==> src/shared/fdc_regs_pkg.sv <==
// constants, enumerations and carriers of the floppy rate, status and fifo register bank
// assumes one clock domain; used by every file under hdl/
package fdc_regs_pkg;

	// register indices; byte address is four times the index
	localparam logic [9:0] IDX_MAIN_STATUS = 10'h3f4;
	localparam logic [9:0] IDX_DATA_PORT   = 10'h3f5;
	localparam logic [9:0] IDX_RATE_SEL    = 10'h3f8;
	localparam logic [9:0] IDX_RATE_SHADOW = 10'h3f9;
	localparam logic [9:0] IDX_DRIVE_CFG   = 10'h3fa;
	localparam int         ADDR_W          = 12;

	// rate select fields
	localparam int         RS_RATE_LSB    = 0;
	localparam int         RS_SHIFT_LSB   = 2;
	localparam int         RS_LOWPWR_BIT  = 6;
	localparam int         RS_SWRST_BIT   = 7;
	localparam logic [7:0] RATE_SEL_RESET = 8'h02;

	// drive configuration fields
	localparam int         DCFG_TABLE_LSB = 0;
	localparam int         DCFG_TYPE_LSB  = 2;
	localparam logic [3:0] DCFG_RESET     = 4'h0;

	// main status fields
	localparam int MS_REQ    = 7;
	localparam int MS_DIR    = 6;
	localparam int MS_POLLED = 5;
	localparam int MS_BUSY   = 4;

	// fifo
	localparam int         FIFO_DEPTH   = 16;
	localparam int         FIFO_AW      = 4;
	localparam logic [3:0] THRESH_RESET = 4'h1;
	localparam logic [7:0] TRACK_RESET  = 8'h00;
	localparam logic [7:0] PAD_BYTE     = 8'h00;

	// write shift codes; delays in half steps of 20.8 ns, one half step being the 2 Mbps step
	localparam logic [2:0] SHIFT_CODE_ZERO  = 3'h7;
	localparam logic [2:0] SHIFT_CODE_DEF   = 3'h0;
	localparam real        SHIFT_STEP_NS    = 41.67;
	localparam real        SHIFT_HSTEP_NS   = 20.8;
	localparam logic [3:0] DEF_SHIFT_2M     = 4'h1;
	localparam logic [3:0] DEF_SHIFT_1M     = 4'h2;
	localparam logic [3:0] DEF_SHIFT_SLOW   = 4'h6;

	// bus answers
	localparam logic [1:0] RESP_OKAY   = 2'h0;
	localparam logic [1:0] RESP_SLVERR = 2'h2;

	typedef enum logic [2:0] {RATE_250K, RATE_300K, RATE_500K, RATE_1M, RATE_2M} data_rate_t;

	// phase state from the command engine
	typedef struct packed {
		logic       xfer_en;
		logic       dir;
		logic       cmd_busy;
		logic       exec;
		logic       polled;
		logic [1:0] seek;
	} core_status_t;

	// configure command load
	typedef struct packed {
		logic       load;
		logic       fifo_en;
		logic [3:0] thresh;
		logic [7:0] track;
	} fifo_cfg_t;

endpackage : fdc_regs_pkg

==> src/hdl/fdc_byte_fifo.sv <==
// sixteen byte fifo in flip-flops with flush
// assumes push is never raised when full nor pop when empty
`timescale 1ns/1ps
`default_nettype none
module fdc_byte_fifo
	import fdc_regs_pkg::*;
(
	// clock and reset
	input  wire logic                 clk,
	input  wire logic                 srst,
	// control
	input  wire logic                 flush,
	input  wire logic                 push,
	input  wire logic [7:0]           din,
	input  wire logic                 pop,
	// state
	output logic      [7:0]           dout,
	output logic      [FIFO_AW:0]     count,
	output logic                      empty,
	output logic                      full
);
	typedef struct packed {
		logic [FIFO_DEPTH-1:0][7:0] mem;
		logic [FIFO_AW-1:0]         rd;
		logic [FIFO_AW-1:0]         wr;
		logic [FIFO_AW:0]           cnt;
	} fifo_t;

	fifo_t r;
	fifo_t next_r;

	////////////////////////////////////////////////////////////////////////
	always_comb
	begin
		next_r = r;
		if (flush)
		begin
			next_r.rd  = '0;
			next_r.wr  = '0;
			next_r.cnt = '0;
		end
		else
		begin
			if (push)
			begin
				next_r.mem[r.wr] = din;
				next_r.wr        = r.wr + 4'h1;
			end
			if (pop)
				next_r.rd = r.rd + 4'h1;
			if (push && !pop)
				next_r.cnt = r.cnt + 5'h01;
			else if (pop && !push)
				next_r.cnt = r.cnt - 5'h01;
		end
	end

	always_ff @(posedge clk)
	begin
		if (srst)
			r <= '0;
		else
			r <= next_r;
	end

	assign dout  = r.mem[r.rd];
	assign count = r.cnt;
	assign empty = (r.cnt == 5'h00);
	assign full  = (r.cnt == 5'h10);
endmodule : fdc_byte_fifo
`default_nettype wire

==> src/hdl/fdc_rate_map.sv <==
// decode of rate code, rate table, drive type and write shift code
// purely combinational; the caller registers the results
`timescale 1ns/1ps
`default_nettype none
module fdc_rate_map
	import fdc_regs_pkg::*;
(
	// selections
	input  wire logic [1:0] rate_code,
	input  wire logic [1:0] rate_table,
	input  wire logic [1:0] drive_type,
	input  wire logic [2:0] write_shift_code,
	// decoded
	output data_rate_t      rate,
	output logic            density_out,
	output logic [1:0]      drive_density,
	output logic [3:0]      shift_halfsteps
);
	always_comb
	begin
		rate        = RATE_250K;
		density_out = 1'b0;
		unique case (rate_code)
			2'h3:
			begin
				rate        = RATE_1M;
				density_out = 1'b1;
			end
			2'h0:
			begin
				rate        = RATE_500K;
				density_out = 1'b1;
			end
			2'h1:
			begin
				if (rate_table == 2'h1)
					rate = RATE_500K;
				else if (rate_table == 2'h2)
					rate = RATE_2M;
				else
					rate = RATE_300K;
			end
			2'h2:
				rate = RATE_250K;
		endcase
		// bit 1 drives output 1, bit 0 drives output 0
		unique case (drive_type)
			2'h0: drive_density = {rate_code[0], density_out};
			2'h2: drive_density = {rate_code[0], rate_code[1]};
			2'h1: drive_density = {rate_code[0], ~density_out};
			2'h3: drive_density = {rate_code[1], rate_code[0]};
		endcase
		if (write_shift_code == SHIFT_CODE_ZERO)
			shift_halfsteps = 4'h0;
		else if (write_shift_code == SHIFT_CODE_DEF)
		begin
			if (rate == RATE_2M)
				shift_halfsteps = DEF_SHIFT_2M;
			else if (rate == RATE_1M)
				shift_halfsteps = DEF_SHIFT_1M;
			else
				shift_halfsteps = DEF_SHIFT_SLOW;
		end
		else if (rate == RATE_2M)
			shift_halfsteps = {1'b0, write_shift_code};
		else
			shift_halfsteps = {write_shift_code, 1'b0};
	end
endmodule : fdc_rate_map
`default_nettype wire

==> src/hdl/fdc_rate_status_regs.sv <==
// floppy rate select, main status and data port register bank on AXI4-Lite
// assumes a command engine on the same clock that drives the phase and
// configure carriers and the disk byte streams
//
// Functional notes
// - shift code 111 is zero delay; 001-110 step 41.67 ns, or 20.8 ns at 2M.
// - default shift code gives 20.8 ns at 2M, 41.67 at 1M, else 125 ns.
// - write shift starts at track zero; configure command may change it.
// - bit 6 enters low power; soft reset or status/data access leaves it.
// - bit 7 resets the controller like the output register reset; self clearing.
// - each rate select write with byte lane 0 strobed is copied whole into a readable shadow.
// - table 00 decodes rate codes and density output.
// - table 01 code 01 is 500K low density; table 10 code 01 is 2M.
// - drive type picks which rate and density bits reach the drive outputs.
// - main status readable any time, no wait after a transfer.
// - status bits 0 and 1 show drive 0 and 1 seeking.
// - status bit 4 shows a command in progress.
// - status bit 5 is set during polled execution phase.
// - status bit 6 gives direction: one host reads, zero host writes.
// - status bit 7 permits data access; none while it is zero.
// - all command, data and result bytes pass through the data port.
// - fifo disabled after any reset; configure enables it with threshold.
// - fifo bypassed for parameters and flushed on entering execution.
// - overrun or underrun ends the command; writes pad with zero bytes.
// - hardware reset loads rate select 02; soft reset leaves it.
//
// The AXI4-Lite interface to the registers was chosen for this implementation.
`timescale 1ns/1ps
`default_nettype none
module fdc_rate_status_regs
	import fdc_regs_pkg::*;
(
	// clock and reset
	input  wire logic                CLK,
	input  wire logic                SRST,
	// axi4-lite write
	input  wire logic [ADDR_W-1:0]   AWADDR,
	input  wire logic                AWVALID,
	output logic                     AWREADY,
	input  wire logic [31:0]         WDATA,
	input  wire logic [3:0]          WSTRB,
	input  wire logic                WVALID,
	output logic                     WREADY,
	output logic [1:0]               BRESP,
	output logic                     BVALID,
	input  wire logic                BREADY,
	// axi4-lite read
	input  wire logic [ADDR_W-1:0]   ARADDR,
	input  wire logic                ARVALID,
	output logic                     ARREADY,
	output logic [31:0]              RDATA,
	output logic [1:0]               RRESP,
	output logic                     RVALID,
	input  wire logic                RREADY,
	// command engine
	input  wire core_status_t        CORE_STATUS,
	input  wire fifo_cfg_t           CORE_CFG,
	input  wire logic                CORE_RX_VALID,
	input  wire logic [7:0]          CORE_RX_DATA,
	output logic                     CORE_RX_READY,
	output logic                     CORE_TX_VALID,
	output logic [7:0]               CORE_TX_DATA,
	input  wire logic                CORE_TX_READY,
	output logic                     XFER_ERROR,
	output logic                     FIFO_SERVICE,
	output logic                     SOFT_RESET,
	// power and drive
	output logic                     LOW_POWER,
	output data_rate_t               DATA_RATE,
	output logic                     DENSITY_OUT,
	output logic [1:0]               DRIVE_DENSITY_OUT,
	output logic [3:0]               WRITE_SHIFT_HALFSTEPS,
	output logic [7:0]               SHIFT_START_TRACK
);
	typedef struct packed {
		logic              aw_held;
		logic [9:0]        aw_idx;
		logic              w_held;
		logic [7:0]        w_byte;
		logic              w_lane;
		logic              bvalid;
		logic [1:0]        bresp;
		logic              rvalid;
		logic [7:0]        rdata;
		logic [1:0]        rresp;
		logic [7:0]        rate_sel;
		logic [7:0]        shadow;
		logic [3:0]        drive_cfg;
		logic              low_power;
		logic              soft_reset;
		logic              fifo_en;
		logic [3:0]        thresh;
		logic [7:0]        track;
		logic              exec_d;
		logic              xfer_err;
		data_rate_t        rate;
		logic              density;
		logic [1:0]        drv_den;
		logic [3:0]        shift;
	} regs_t;

	regs_t r;
	regs_t next_r;

	logic              fifo_flush;
	logic              fifo_push;
	logic [7:0]        fifo_din;
	logic              fifo_pop;
	logic [7:0]        fifo_head;
	logic [FIFO_AW:0]  fifo_count;
	logic              fifo_empty;
	logic              fifo_full;
	logic              fifo_active;
	logic              eff_full;
	logic              host_request;
	logic [7:0]        status;
	logic              wr_do;
	logic              rd_do;
	logic [9:0]        rd_idx;
	logic [4:0]        space;
	data_rate_t        map_rate;
	logic              map_density;
	logic [1:0]        map_drv_den;
	logic [3:0]        map_shift;

	////////////////////////////////////////////////////////////////////////
	// storage and decode

	fdc_byte_fifo u_fifo (
		.clk   (CLK),
		.srst  (SRST),
		.flush (fifo_flush),
		.push  (fifo_push),
		.din   (fifo_din),
		.pop   (fifo_pop),
		.dout  (fifo_head),
		.count (fifo_count),
		.empty (fifo_empty),
		.full  (fifo_full)
	);

	fdc_rate_map u_map (
		.rate_code        (r.rate_sel[RS_RATE_LSB +: 2]),
		.rate_table       (r.drive_cfg[DCFG_TABLE_LSB +: 2]),
		.drive_type       (r.drive_cfg[DCFG_TYPE_LSB +: 2]),
		.write_shift_code (r.rate_sel[RS_SHIFT_LSB +: 3]),
		.rate             (map_rate),
		.density_out      (map_density),
		.drive_density    (map_drv_den),
		.shift_halfsteps  (map_shift)
	);

	////////////////////////////////////////////////////////////////////////
	// next state

	always_comb
	begin
		next_r      = r;
		rd_idx      = ARADDR[ADDR_W-1:2];
		wr_do       = r.aw_held && r.w_held && !r.bvalid;
		rd_do       = ARVALID && !r.rvalid;
		fifo_active = r.fifo_en && CORE_STATUS.exec;
		eff_full    = fifo_active ? fifo_full : !fifo_empty;
		space       = 5'h10 - fifo_count;
		// request follows fifo content on host reads and fifo room on host writes
		host_request = CORE_STATUS.xfer_en &&
			(CORE_STATUS.dir ? !fifo_empty : !eff_full);

		status            = 8'h00;
		status[MS_REQ]    = host_request;
		status[MS_DIR]    = CORE_STATUS.dir;
		status[MS_POLLED] = CORE_STATUS.polled && CORE_STATUS.exec;
		status[MS_BUSY]   = CORE_STATUS.cmd_busy;
		status[1:0]       = CORE_STATUS.seek;

		fifo_flush = r.soft_reset || (CORE_STATUS.exec && !r.exec_d);
		fifo_push  = 1'b0;
		fifo_din   = CORE_RX_DATA;
		fifo_pop   = 1'b0;

		// disk side streams
		if (CORE_STATUS.dir)
		begin
			fifo_push = CORE_RX_VALID && !eff_full;
		end
		else
		begin
			fifo_pop = CORE_TX_READY && !fifo_empty;
		end
		// overrun on read, underrun on write
		next_r.xfer_err = CORE_STATUS.exec &&
			(CORE_STATUS.dir ? (CORE_RX_VALID && eff_full)
				: (CORE_TX_READY && fifo_empty));

		// write address and data taken independently
		if (AWVALID && !r.aw_held)
		begin
			next_r.aw_held = 1'b1;
			next_r.aw_idx  = AWADDR[ADDR_W-1:2];
		end
		if (WVALID && !r.w_held)
		begin
			next_r.w_held = 1'b1;
			next_r.w_byte = WDATA[7:0];
			next_r.w_lane = WSTRB[0];
		end
		if (r.bvalid && BREADY)
			next_r.bvalid = 1'b0;

		next_r.soft_reset = 1'b0;
		if (wr_do)
		begin
			next_r.aw_held = 1'b0;
			next_r.w_held  = 1'b0;
			next_r.bvalid  = 1'b1;
			next_r.bresp   = RESP_OKAY;
			case (r.aw_idx)
				IDX_RATE_SEL:
				begin
					if (r.w_lane)
					begin
						next_r.shadow   = r.w_byte;
						next_r.rate_sel = r.w_byte;
						next_r.rate_sel[RS_SWRST_BIT] = 1'b0;
						next_r.soft_reset = r.w_byte[RS_SWRST_BIT];
						if (r.w_byte[RS_LOWPWR_BIT] && !r.w_byte[RS_SWRST_BIT])
							next_r.low_power = 1'b1;
					end
				end
				IDX_DRIVE_CFG:
				begin
					if (r.w_lane)
						next_r.drive_cfg = r.w_byte[3:0];
				end
				IDX_DATA_PORT:
				begin
					next_r.low_power = 1'b0;
					// ignored unless the host may write now
					if (r.w_lane && host_request && !CORE_STATUS.dir)
					begin
						fifo_push = 1'b1;
						fifo_din  = r.w_byte;
					end
				end
				IDX_MAIN_STATUS:
					next_r.low_power = 1'b0;
				IDX_RATE_SHADOW:
					next_r.bresp = RESP_OKAY;
				default:
					next_r.bresp = RESP_SLVERR;
			endcase
		end

		// read channel
		if (r.rvalid && RREADY)
			next_r.rvalid = 1'b0;
		if (rd_do)
		begin
			next_r.rvalid = 1'b1;
			next_r.rresp  = RESP_OKAY;
			next_r.rdata  = 8'h00;
			case (rd_idx)
				IDX_MAIN_STATUS:
				begin
					next_r.rdata     = status;
					next_r.low_power = 1'b0;
				end
				IDX_DATA_PORT:
				begin
					next_r.low_power = 1'b0;
					if (host_request && CORE_STATUS.dir)
					begin
						next_r.rdata = fifo_head;
						fifo_pop     = 1'b1;
					end
				end
				IDX_RATE_SHADOW:
					next_r.rdata = r.shadow;
				IDX_DRIVE_CFG:
					next_r.rdata = {4'h0, r.drive_cfg};
				IDX_RATE_SEL:
					next_r.rdata = 8'h00;
				default:
					next_r.rresp = RESP_SLVERR;
			endcase
		end

		// configure command
		if (CORE_CFG.load)
		begin
			next_r.fifo_en = CORE_CFG.fifo_en;
			next_r.thresh  = (CORE_CFG.thresh == 4'h0) ? THRESH_RESET
				: CORE_CFG.thresh;
			next_r.track   = CORE_CFG.track;
		end
		// soft reset keeps rate select and shadow
		if (r.soft_reset)
		begin
			next_r.fifo_en   = 1'b0;
			next_r.thresh    = THRESH_RESET;
			next_r.track     = TRACK_RESET;
			next_r.low_power = 1'b0;
		end

		next_r.exec_d  = CORE_STATUS.exec;
		next_r.rate    = map_rate;
		next_r.density = map_density;
		next_r.drv_den = map_drv_den;
		next_r.shift   = map_shift;
	end

	////////////////////////////////////////////////////////////////////////
	// registers

	always_ff @(posedge CLK)
	begin
		if (SRST)
		begin
			r           <= '0;
			r.rate_sel  <= RATE_SEL_RESET;
			r.shadow    <= RATE_SEL_RESET;
			r.drive_cfg <= DCFG_RESET;
			r.thresh    <= THRESH_RESET;
			r.track     <= TRACK_RESET;
			r.rate      <= RATE_250K;
			r.bresp     <= RESP_OKAY;
			r.rresp     <= RESP_OKAY;
		end
		else
			r <= next_r;
	end

	////////////////////////////////////////////////////////////////////////
	// outputs

	assign AWREADY = !r.aw_held;
	assign WREADY  = !r.w_held;
	assign BVALID  = r.bvalid;
	assign BRESP   = r.bresp;
	assign ARREADY = !r.rvalid;
	assign RVALID  = r.rvalid;
	assign RRESP   = r.rresp;
	assign RDATA   = {24'h000000, r.rdata};

	assign CORE_RX_READY = CORE_STATUS.dir && !eff_full;
	assign CORE_TX_VALID = !CORE_STATUS.dir && !fifo_empty;
	assign CORE_TX_DATA  = fifo_empty ? PAD_BYTE : fifo_head;
	assign XFER_ERROR    = r.xfer_err;
	// threshold request; the host must answer in time
	assign FIFO_SERVICE  = fifo_active && (CORE_STATUS.dir
		? (fifo_count >= {1'b0, r.thresh})
		: (space >= {1'b0, r.thresh}));
	assign SOFT_RESET    = r.soft_reset;

	assign LOW_POWER             = r.low_power;
	assign DATA_RATE             = r.rate;
	assign DENSITY_OUT           = r.density;
	assign DRIVE_DENSITY_OUT     = r.drv_den;
	assign WRITE_SHIFT_HALFSTEPS = r.shift;
	assign SHIFT_START_TRACK     = r.track;
endmodule : fdc_rate_status_regs
`default_nettype wire

==> config.mk <==
export PLATFORM = sky130hd
export DESIGN_NAME = fdc_rate_status_regs
export DESIGN_NICKNAME = d
export VERILOG_FILES = /design/src/shared/fdc_regs_pkg.sv /design/src/hdl/fdc_byte_fifo.sv /design/src/hdl/fdc_rate_map.sv /design/src/hdl/fdc_rate_status_regs.sv
export SDC_FILE = /design/constraint.sdc
export NUM_CORES = 1
export LEC_CHECK = 0
export ABC_AREA = 0
export BUFFER_PORTS_ARGS = -buffer_cell sky130_fd_sc_hd__buf_2
export CAP_MARGIN = 20
export CORE_ASPECT_RATIO = 0.5
export CORE_MARGIN = 3
export CORE_UTILIZATION = 48
export CTS_CLUSTER_SIZE = 12
export DETAILED_ROUTE_END_ITERATION = 10
export PLACE_DENSITY = 0.7
export SKIP_LAST_GASP = 1
export SLEW_MARGIN = 0
export SYNTH_ARGS = -nofsm -noshare
export SYNTH_HDL_FRONTEND = slang
export SYNTH_SLANG_ARGS = --single-unit
==> constraint.sdc <==
create_clock -name CLK -period 11.9 [get_ports CLK]
set_input_delay 0.595 -clock CLK [delete_from_list [all_inputs] [get_ports CLK]]
set_output_delay 0.595 -clock CLK [all_outputs]
set_load 0.01 [all_outputs]
==> results of run 1 <==
[worst min-delay path, stage by stage]
cell	delay, ps
buf_2	90
nand2_1	40
a21oi_1	50
[layout make-up]
type | count | area [um^2] | area share (%)
antenna | 1 | 2.502 | 0.02176
clock buffer | 29 | 628.1 | 5.461
clock inverter | 1 | 8.758 | 0.07614
inverter | 24 | 91.34 | 0.7941
multi-input combinational | 775 | 5428 | 47.19
sequential | 213 | 4265 | 37.08
tap | 292 | 365.4 | 3.176
timing repair buffer | 130 | 713.2 | 6.200
[worst max path at each step]
stage / startpoint / endpoint / slack (ps) / cells after the start
finish: u_fifo.count[0] / u_fifo.count[4] / 7180 / 16
global route: u_fifo.count[0] / u_fifo.count[4] / 6860 / 16
CTS: u_fifo.count[0] / u_fifo.count[4] / 7240 / 16
detailed placement: u_fifo.count[0] / u_fifo.count[4] / 7250 / 16
global placement: u_fifo.count[0] / u_fifo.count[4] / 7380 / 16
floorplan: u_fifo.count[0] / u_fifo.count[4] / 8010 / 15
[sequential cells by signal, indices dropped and copies added (netlist names), 2 cells and up]
register,count
SHIFT_START_TRACK,8
DATA_RATE,3
RDATA,8
r,39
u_fifo.count,5
WRITE_SHIFT_HALFSTEPS,4
u_fifo.r,136
DRIVE_DENSITY_OUT,2
[stage by stage]
step | setup WS, ps | instances
floorplan | 8006 | 1134
global placement | 7375 | 1433
detailed placement | 7255 | 1433
CTS | 7237 | 1463
global route | 6861 | 1464
finish | 7180 | 1465
[layout by cell type, fill, tap and decap left out, types with 5 or more instances in the layout]
cell type and instances:
dfxtp_1 212, a22oi_1 10, mux4_2 33, nand2b_1 6
inv_1 23, a21oi_1 156, mux2i_1 34, ha_1 25
nor4_1 5, nor2b_1 14, buf_4 16, o21ai_0 17
a21oi_2 11, nor2_1 85, nand4_1 20, o31ai_1 128
conb_1 26, and2_1 7, or3_1 8, nor4_2 16
nand2_1 72, buf_2 113, nand3_1 15, a31oi_1 7
or2_2 7, clkbuf_16 23, nor3_1 9
[routing by layer]
layer	track usage, %	vias up	part of all wire [%]
met5	0	-	0.073
met4	7.824	4	2.6
met3	4.628	69	8.6
met2	41.62	438	45
met1	33.10	4467	43
li1	-	4172	-
[logic make-up after synthesis]
family                     count (synthesis)  synth area share, %
other                                      1              0.03595
buffers and inverters                    146                8.013
xor gates and xnor gates                   8               0.6717
muxes                                     69                10.59
AOI/OAI and AO/OA                        362                22.26
and+or+nand+nor                          284                14.35
DFF                                      213                40.88
adders and majority gates                 26                3.191
[power groups by stage]
stage	registers (uW)	clock network (uW)	logic (uW)
finish	765	638	406
CTS	768	639	390
global placement	782	0	375
detailed placement	783	0	385
global route	768	670	438
floorplan	768	0	294
==> impl_metrics.csv, run 1 <==
group,metric,value,unit
setup_path,r2r_setup_slack,7180,ps
synth,ys_ff_latch,213,
route,routed-via-count,9150,
setup_path,crit_slowest_cell,"ha_1",
synth,synth_top_area_share,40.88,%
synth,synth_largest_area_cell,"dfxtp_1",
setup_path,r2r_end,"u_fifo.count[4]",
placed_design,io_buffers,113,
global_route,grt_pass1_wl,47080,um
floorplan,core,20930,um^2
setup_path,worstPathCellList,"inv_1 -> ha_1 -> nor3b_1 -> ha_1 -> nand4b_1 -> nor4_1 -> buf_4 -> a22oi_1 -> ha_1 -> inv_1 -> ha_1 -> nor2b_1 -> o21a_1 -> or3_1 -> a21oi_1 -> mux2_2",
sta,timing.fmax,0.2119,GHz
setup_path,endpoint_kind,"flop",
status,status,"complete, no violations",
flow_run,drv_cap,0,
synth,synth_area,10430,um^2
route,drt_wl_total,30150,um
final_layout,post-route-cell-area,11500,um^2
placed_design,place_area,10840,um^2
setup_path,worstPathArrival,5110,ps
sta,period_share,39.66,%
route,final_antenna_net_count,0,
sta,layout_min_cycle_time,4720,ps
global_route,grt_pass1_vias,8566,
setup_path,path_delay_family,"adder cells",
floorplan,fp.dieH,110.2,um
synth,syn_avg_cell_area,9.405,um^2
sta,setup_viol,0,
clocking,cts.repair.resized,0,
pwr,leakage,0.004710,uW
global_route,antenna_found_initial,2,
setup_path,crit_fanout,12,
synth,yosysMostFrequentCell,"dfxtp_1",
sta,maxSlewViolCount,0,
synth,yosys-top-cells-count,"dfxtp_1, a21oi_1, o31ai_1",
synth,syn_inst,1109,
floorplan,die_x,214.5,um
sta,grt_setup_unrepaired,"no",
pwr,p_per_area,157.3,nW/um^2
floorplan,dieArea,23640,um^2
sta,tightest_slew,1090,ps
synth,synth_edf_count,0,
clocking,tritoncts,"built",
floorplan,rows,37,
synth,ys_seq_area_share,40.88,%
worst_hold_path,min_path_cells,3,
setup_path,critPathKind,"flop to flop",
setup_path,r2r_cells,16,
final_layout,layout.nets,1290,
sta,max-slew-margin-rel,27.24,%
synth,synth.area.top_cells,"dfxtp_1, o31ai_1, a21oi_1",
clocking,clkSlewWorstSetupHoldPaths,60,ps
placed_design,hpwl,20640,um
global_route,grt_use_total,24.84,%
clocking,numCtsBuffers,22,
pwr,ir_drop,0.09954,mV
clocking,postCtsHoldBufs,0,
setup_path,crit_buf_inv,3,
pwr,seq_power_share,42.3,%
route,drt_iter0_drc,994,
floorplan,start_util,49.84,%
placed_design,gp_routability_congestion,0.9183,
final_layout,layout-drive-gt1-share,19.62,%
clocking,htreeDepth,1,
global_route,grt_max_degree,70,
route,drt-pass1-iter-count,8,
clocking,cts_num_sinks,213,
clocking,cts_buffer_depth,3,
setup_path,cpMostUsedCell,"ha_1",
worst_hold_path,hold_end,"r[62]",
route,via_per_inst,6.246,
route,wl_per_cell,20.58,um
setup_path,startpoint_type,"flop",
sta,hold_viol,0,
pwr,p_switching,560.3,uW
synth,yosys_warnings,0,
global_route,gr-total-overflow,0,
worst_hold_path,hp-class,"primary input to flop",
route,drc,0,
clocking,clk_latency,520,ps
synth,synthArstFlopShare,0,%
setup_path,reg2reg_from,"u_fifo.count[0]",
sta,whs,333.2,ps
sta,tns,0,ps
pwr,p_comb_share,22.5,%
pwr,p_int,1249,uW
sta,fin_worst_skew,22.61,ps
clocking,cts_root_buf,"clkbuf_16",
synth,synth_cell_types,64,
pwr,switching_share,30.97,%
setup_path,slowest_delay,640,ps
pwr,clkPwrFrac,35.3,%
floorplan,io_pins,171,
final_layout,post-route-util,54.97,%
pwr,power.total,1809,uW
worst_hold_path,hp-start,"WDATA[0]",
final_layout,nFillCells,1823,
final_layout,syn_to_final_growth,10.28,%
synth,synthFlopType,"dfxtp_1",
setup_path,worstPathRequired,12290,ps
clocking,post_cts_buffers,0,
Note: power is estimated with default switching activity, not from simulation.
==> inputs of run 2 (changes only) <==
Clock period 11.9 ns to 4.7 ns, I/O delays scaled along.
==> run 2 against run 1 <==
Against the previous run:
- design area up 2.6%
- die area unchanged
- combinational power rose to 2.5 times the previous value
- critical path depth unchanged
- worst hold slack worse by 330 ps
- sequential share of layout area down 0.94 points
- sequential power rose to 2.5 times the previous value
- global-route usage about the same
- clock power rose to 2.5 times the previous value
- via count down 0.48%
- fmax up 11%
- critical path type unchanged
==> impl_metrics.csv, run 2 (same netlist as run 1, synthesis figures left out) <==
group,metric,value,unit
placed_design,hpwl,20520,um
route,routed-via-count,9106,
global_route,gr-total-overflow,0,
sta,tns,0,ps
worst_hold_path,hp-start,"CORE_CFG[9]",
route,wl_per_cell,20.42,um
final_layout,regMostFlops,"u_fifo.r",
sta,whs,7.615,ps
final_layout,seqCellArea,4265,um^2
final_layout,diodes,0,
setup_path,reg2reg_from,"u_fifo.count[0]",
pwr,power.total,4582,uW
placed_design,io_buffers,113,
status,status,"complete, no violations",
global_route,grt_use_total,24.81,%
route,drt_iter0_drc,1011,
setup_path,cpMostUsedCell,"ha_1",
clocking,clk_latency,510,ps
final_layout,layout-drive-gt1-share,19.35,%
sta,period_share,90.50,%
setup_path,r2r_setup_slack,450,ps
clocking,htreeDepth,1,
floorplan,start_util,49.84,%
route,drt-pass1-iter-count,5,
pwr,leakage,0.004841,uW
route,final_antenna_net_count,0,
sta,layout_min_cycle_time,4254,ps
pwr,p_per_area,388.3,nW/um^2
floorplan,core,20930,um^2
sta,setup_viol,0,
sta,maxSlewViolCount,0,
clocking,numCtsBuffers,22,
setup_path,worstPathCellList,"inv_1 -> ha_1 -> nor3b_1 -> ha_1 -> nand4b_1 -> nor4_1 -> buf_4 -> a22oi_1 -> ha_1 -> inv_1 -> ha_1 -> nor2b_1 -> o21a_1 -> or3_1 -> a21oi_1 -> mux2_2",
clocking,clkSlewWorstSetupHoldPaths,60,ps
sta,grt_setup_unrepaired,"no",
floorplan,fp.dieH,110.2,um
final_layout,syn_to_final_growth,13.14,%
final_layout,largest_reg_flops,136,
global_route,grt_max_degree,72,
sta,hold_viol,0,
clocking,cts_root_buf,"clkbuf_16",
clocking,tritoncts,"built",
clocking,cts_buffer_depth,3,
route,drt_wl_total,30550,um
final_layout,layout.nets,1322,
floorplan,rows,37,
final_layout,final_cell_mix,"dfxtp_1, a21oi_1, o31ai_1",
sta,tightest_slew,1107,ps
clocking,cts_num_sinks,213,
setup_path,crit_fanout,7,
floorplan,die_x,214.5,um
setup_path,crit_slowest_cell,"a22oi_1",
placed_design,gp_routability_congestion,0.9238,
setup_path,slowest_delay,470,ps
final_layout,nFillCells,1833,
setup_path,endpoint_kind,"flop",
setup_path,startpoint,"u_fifo.count[0]",
global_route,grt_pass1_wl,47300,um
final_layout,post-route-util,56.39,%
setup_path,worstPathArrival,4640,ps
floorplan,dieArea,23640,um^2
route,via_per_inst,6.087,
setup_path,startpoint_type,"flop",
flow_run,drv_cap,0,
final_layout,reg_top3,"u_fifo.r x136, r x39",
sta,timing.fmax,0.2351,GHz
global_route,grt_pass1_vias,8724,
worst_hold_path,hp-class,"primary input to flop",
floorplan,io_pins,171,
pwr,ir_drop,0.2174,mV
final_layout,multi_input_area,5428,um^2
sta,max-slew-margin-rel,26.23,%
final_layout,layout_commonest_cell,"dfxtp_1",
route,drc,0,
setup_path,critPathKind,"flop to flop",
global_route,antenna_found_initial,0,
setup_path,worstPathRequired,5080,ps
sta,fin_worst_skew,22.30,ps
-- run 2: cell count changes in the layout (fill, tap and decap cells not counted), sizes merged --
cell         previous run  this run
buf                   130       134
clkinv                  2         1
diode                   1         0
dlygate4sd3             0        28
inv                    23        24
-- run 2: worst paths after layout --
| check | to | depth (start not counted) |
|---|---|---|
| setup / recovery | u_fifo.count[4] | 16 |
| hold / removal | r[21] | 3 |
| setup reg to reg | u_fifo.count[4] | 16 |
| hold reg to reg | r[75] | 2 |
-- run 2: worst max-delay path: cells and delay by family, from the launching register on --
| family | cells | cell delay [ps] |
|---|---|---|
| multiplexers | 1 | 350 |
| AND/OR/NAND/NOR | 5 | 1060 |
| AO/OA/AOI/OAI | 3 | 810 |
| adder cells (fa/ha/maj) | 4 | 1130 |
| flip-flops | 1 | 350 |
| buffers and inverters | 3 | 450 |
-- run 2: area by class of cell --
class,count,share of cell area [%]
flip-flops and latches,213,36.15
repair buffers,162,8.673
clock buffers,29,5.238
multi-input cells,775,46.00
clock inverters,1,0.07422
well taps,292,3.096
inverters,24,0.7740
-- run 2: per-stage QoR --
step                      cells  worst slack (ps)  cell area, um^2
after floorplan            1134             805.8            10520
after global placement     1437             608.7            10870
after detailed placement   1437             516.5            10870
after CTS                  1495             491.6            11770
after global routing       1496             110.7            11800
final                      1496             446.4            11800
-- run 2: metal layers --
layer	vias to the layer above	GRT usage, %	routed length, um
met5	-	0	0
met4	0	7.065	815
met3	65	4.901	2727
met2	435	41.90	13770
met1	4381	32.91	13230
li1	4225	-	-
-- run 2: repair_timing --
item / 4_1_cts / 5_1_grt
buffers inserted: 0 / 0
gates resized for setup: 0 / 0
endpoints found under the hold margin: 28 / 0
hold buffers: 28 / 0
-- run 2: where the power goes --
part	leakage (uW)	internal, uW	switching (uW)
clock network	0.000307	909	695
registers	0.00173	1870	79.7
logic	0.00281	395	638
total	0.00484	3170	1410
==> inputs of run 3 (changes only) <==
Settings changed: CORE_UTILIZATION 48 to 57, PLACE_DENSITY 0.7 to 0.8.
==> run 3 against run 2 <==
Against the previous run:
- global-route usage grew 4.1 points
- sequential share of layout area grew 0.82 points
- worst setup slack lost 100 ps
- die area shrank 15%
- critical path depth is the same
- clock power shrank 10%
- clock skew shrank 7.3 ps
- cell count shrank 4.8%
- non-clock buffer count shrank 8
==> impl_metrics.csv, run 3 (same netlist as run 1, synthesis figures left out) <==
group,metric,value,unit
route,routed-via-count,9337,
final_layout,syn_to_final_growth,10.64,%
sta,layout_min_cycle_time,4355,ps
sta,whs,11.19,ps
sta,hold_viol,0,
final_layout,regMostFlops,"u_fifo.r",
route,drc,0,
clocking,tritoncts,"built",
sta,period_share,92.66,%
route,drt-pass1-iter-count,7,
setup_path,slowest_delay,500,ps
clocking,cts_num_sinks,213,
clocking,cts_buffer_depth,3,
sta,setup_ws,345.2,ps
final_layout,diodes,0,
pwr,switching_share,30.88,%
sta,tns,0,ps
worst_hold_path,hp-class,"primary input to flop",
setup_path,cpMostUsedCell,"ha_1",
pwr,p_per_area,382.5,nW/um^2
final_layout,nFillCells,1341,
sta,grt_setup_unrepaired,"no",
pwr,p_int,3051,uW
route,drt_wl_total,29890,um
pwr,power.total,4414,uW
placed_design,place_ws,420.2,ps
final_layout,layout_commonest_cell,"dfxtp_1",
global_route,grt_pass1_vias,8846,
placed_design,place_area,10790,um^2
clocking,clk_latency,500,ps
clocking,post_cts_buffers,0,
floorplan,dieArea,20060,um^2
setup_path,critPathKind,"flop to flop",
pwr,p_comb_share,23.3,%
route,drt_iter0_drc,1043,
placed_design,gp_routability_congestion,0.9390,
setup_path,worstPathCellList,"inv_1 -> ha_1 -> nor3b_1 -> ha_1 -> buf_4 -> nand4b_1 -> nor4_1 -> a22oi_1 -> ha_1 -> inv_1 -> ha_1 -> nor2b_1 -> o21a_1 -> or3_1 -> a21oi_1 -> mux2_2",
clocking,cts.repair.resized,0,
global_route,gr-total-overflow,0,
setup_path,startpoint_type,"flop",
global_route,grt_use_total,28.90,%
route,wl_per_cell,20.99,um
sta,max-slew-margin-rel,27.31,%
final_layout,post-route-cell-area,11540,um^2
final_layout,multi_input_area,5428,um^2
global_route,antenna_found_initial,0,
setup_path,crit_fanout,12,
route,final_antenna_net_count,0,
flow_run,drv_cap,0,
pwr,seq_power_share,44.0,%
placed_design,io_buffers,113,
clocking,clkSlewWorstSetupHoldPaths,60,ps
global_route,grt_pass1_wl,46710,um
final_layout,seqCellArea,4265,um^2
sta,fin_worst_skew,15.00,ps
floorplan,die_x,197.3,um
sta,tightest_slew,1090,ps
final_layout,reg_top3,"u_fifo.r x136, r x39",
sta,maxSlewViolCount,0,
setup_path,worstPathArrival,4740,ps
route,via_per_inst,6.557,
setup_path,worstPathRequired,5080,ps
sta,setup_viol,0,
pwr,p_switching,1363,uW
final_layout,largest_reg_flops,136,
floorplan,io_pins,171,
placed_design,hpwl,20270,um
setup_path,endpoint_kind,"flop",
setup_path,path_delay_family,"simple AND/OR/NAND/NOR gates",
status,status,"complete, no violations",
final_layout,layout-drive-gt1-share,19.08,%
pwr,ir_drop,0.2723,mV
clocking,htreeDepth,1,
setup_path,crit_slowest_cell,"nor4_1",
clocking,cts_root_buf,"clkbuf_16",
clocking,postCtsHoldBufs,21,
final_layout,final_cell_mix,"dfxtp_1, a21oi_1, o31ai_1",
global_route,grt_max_degree,68,
clocking,numCtsBuffers,21,
floorplan,fp.dieH,101.7,um
sta,timing.fmax,0.2296,GHz
floorplan,core,17650,um^2
pwr,leakage,0.004756,uW
setup_path,crit_buf_inv,3,
floorplan,rows,34,
pwr,clkPwrFrac,32.7,%
final_layout,layout.nets,1313,
floorplan,start_util,59.08,%
==> run 3: final timing paths <==
path	startpoint	endpoint	slack, ps	cells after the start
min reg2reg	r[76]	r[76]	460	2
min	AWADDR[5]	r[74]	10	3
max	u_fifo.count[0]	u_fifo.count[4]	350	16
max reg2reg	u_fifo.count[0]	u_fifo.count[4]	350	16
==> run 3: per-stage QoR <==
step	instances	utilization [%]
3_5_place_dp	1379	61.13
5_1_grt	1424	65.37
3_3_place_gp	1379	61.13
4_1_cts	1424	65.37
2_1_floorplan	1134	-
6_report	1424	65.37
==> run 3: worst reg2reg max path, cell delays in order (launching register included) <==
cell and delay (ps):
dfxtp_1 400, inv_1 120, ha_1 260, nor3b_1 190, ha_1 210, buf_4 200
nand4b_1 240, nor4_1 500, a22oi_1 300, ha_1 320, inv_1 140, ha_1 260
nor2b_1 140, o21a_1 170, or3_1 300, a21oi_1 160, mux2_2 340
==> run 3: per-layer routing <==
| metal | up-vias | share of wire (%) | wire [um] | global-route usage, % |
|---|---|---|---|---|
| li1 | 4207 | - | - | - |
| met1 | 4502 | 41 | 12310 | 38.79 |
| met2 | 536 | 46 | 13750 | 48.15 |
| met3 | 92 | 9.4 | 2816 | 4.420 |
| met4 | 0 | 3.4 | 1012 | 10.50 |
| met5 | - | 0 | 0 | 0 |
==> run 3: power by group through the flow <==
| stage | clock, uW | sequential [uW] | combinational, uW |
|---|---|---|---|
| 6_report | 1440 | 1940 | 1030 |
| 3_3_place_gp | 0 | 1980 | 943 |
| 2_1_floorplan | 0 | 1940 | 745 |
| 5_1_grt | 1530 | 1950 | 1120 |
| 4_1_cts | 1450 | 1940 | 1000 |
| 3_5_place_dp | 0 | 1980 | 980 |
==> run 3: area by class of cell <==
cell class	count	area share, %
repair buffers	154	8.023
flip-flops and latches	213	36.96
well taps	234	2.537
clock buffers	24	4.651
inverters	24	0.7915
multi-input cells	775	47.03
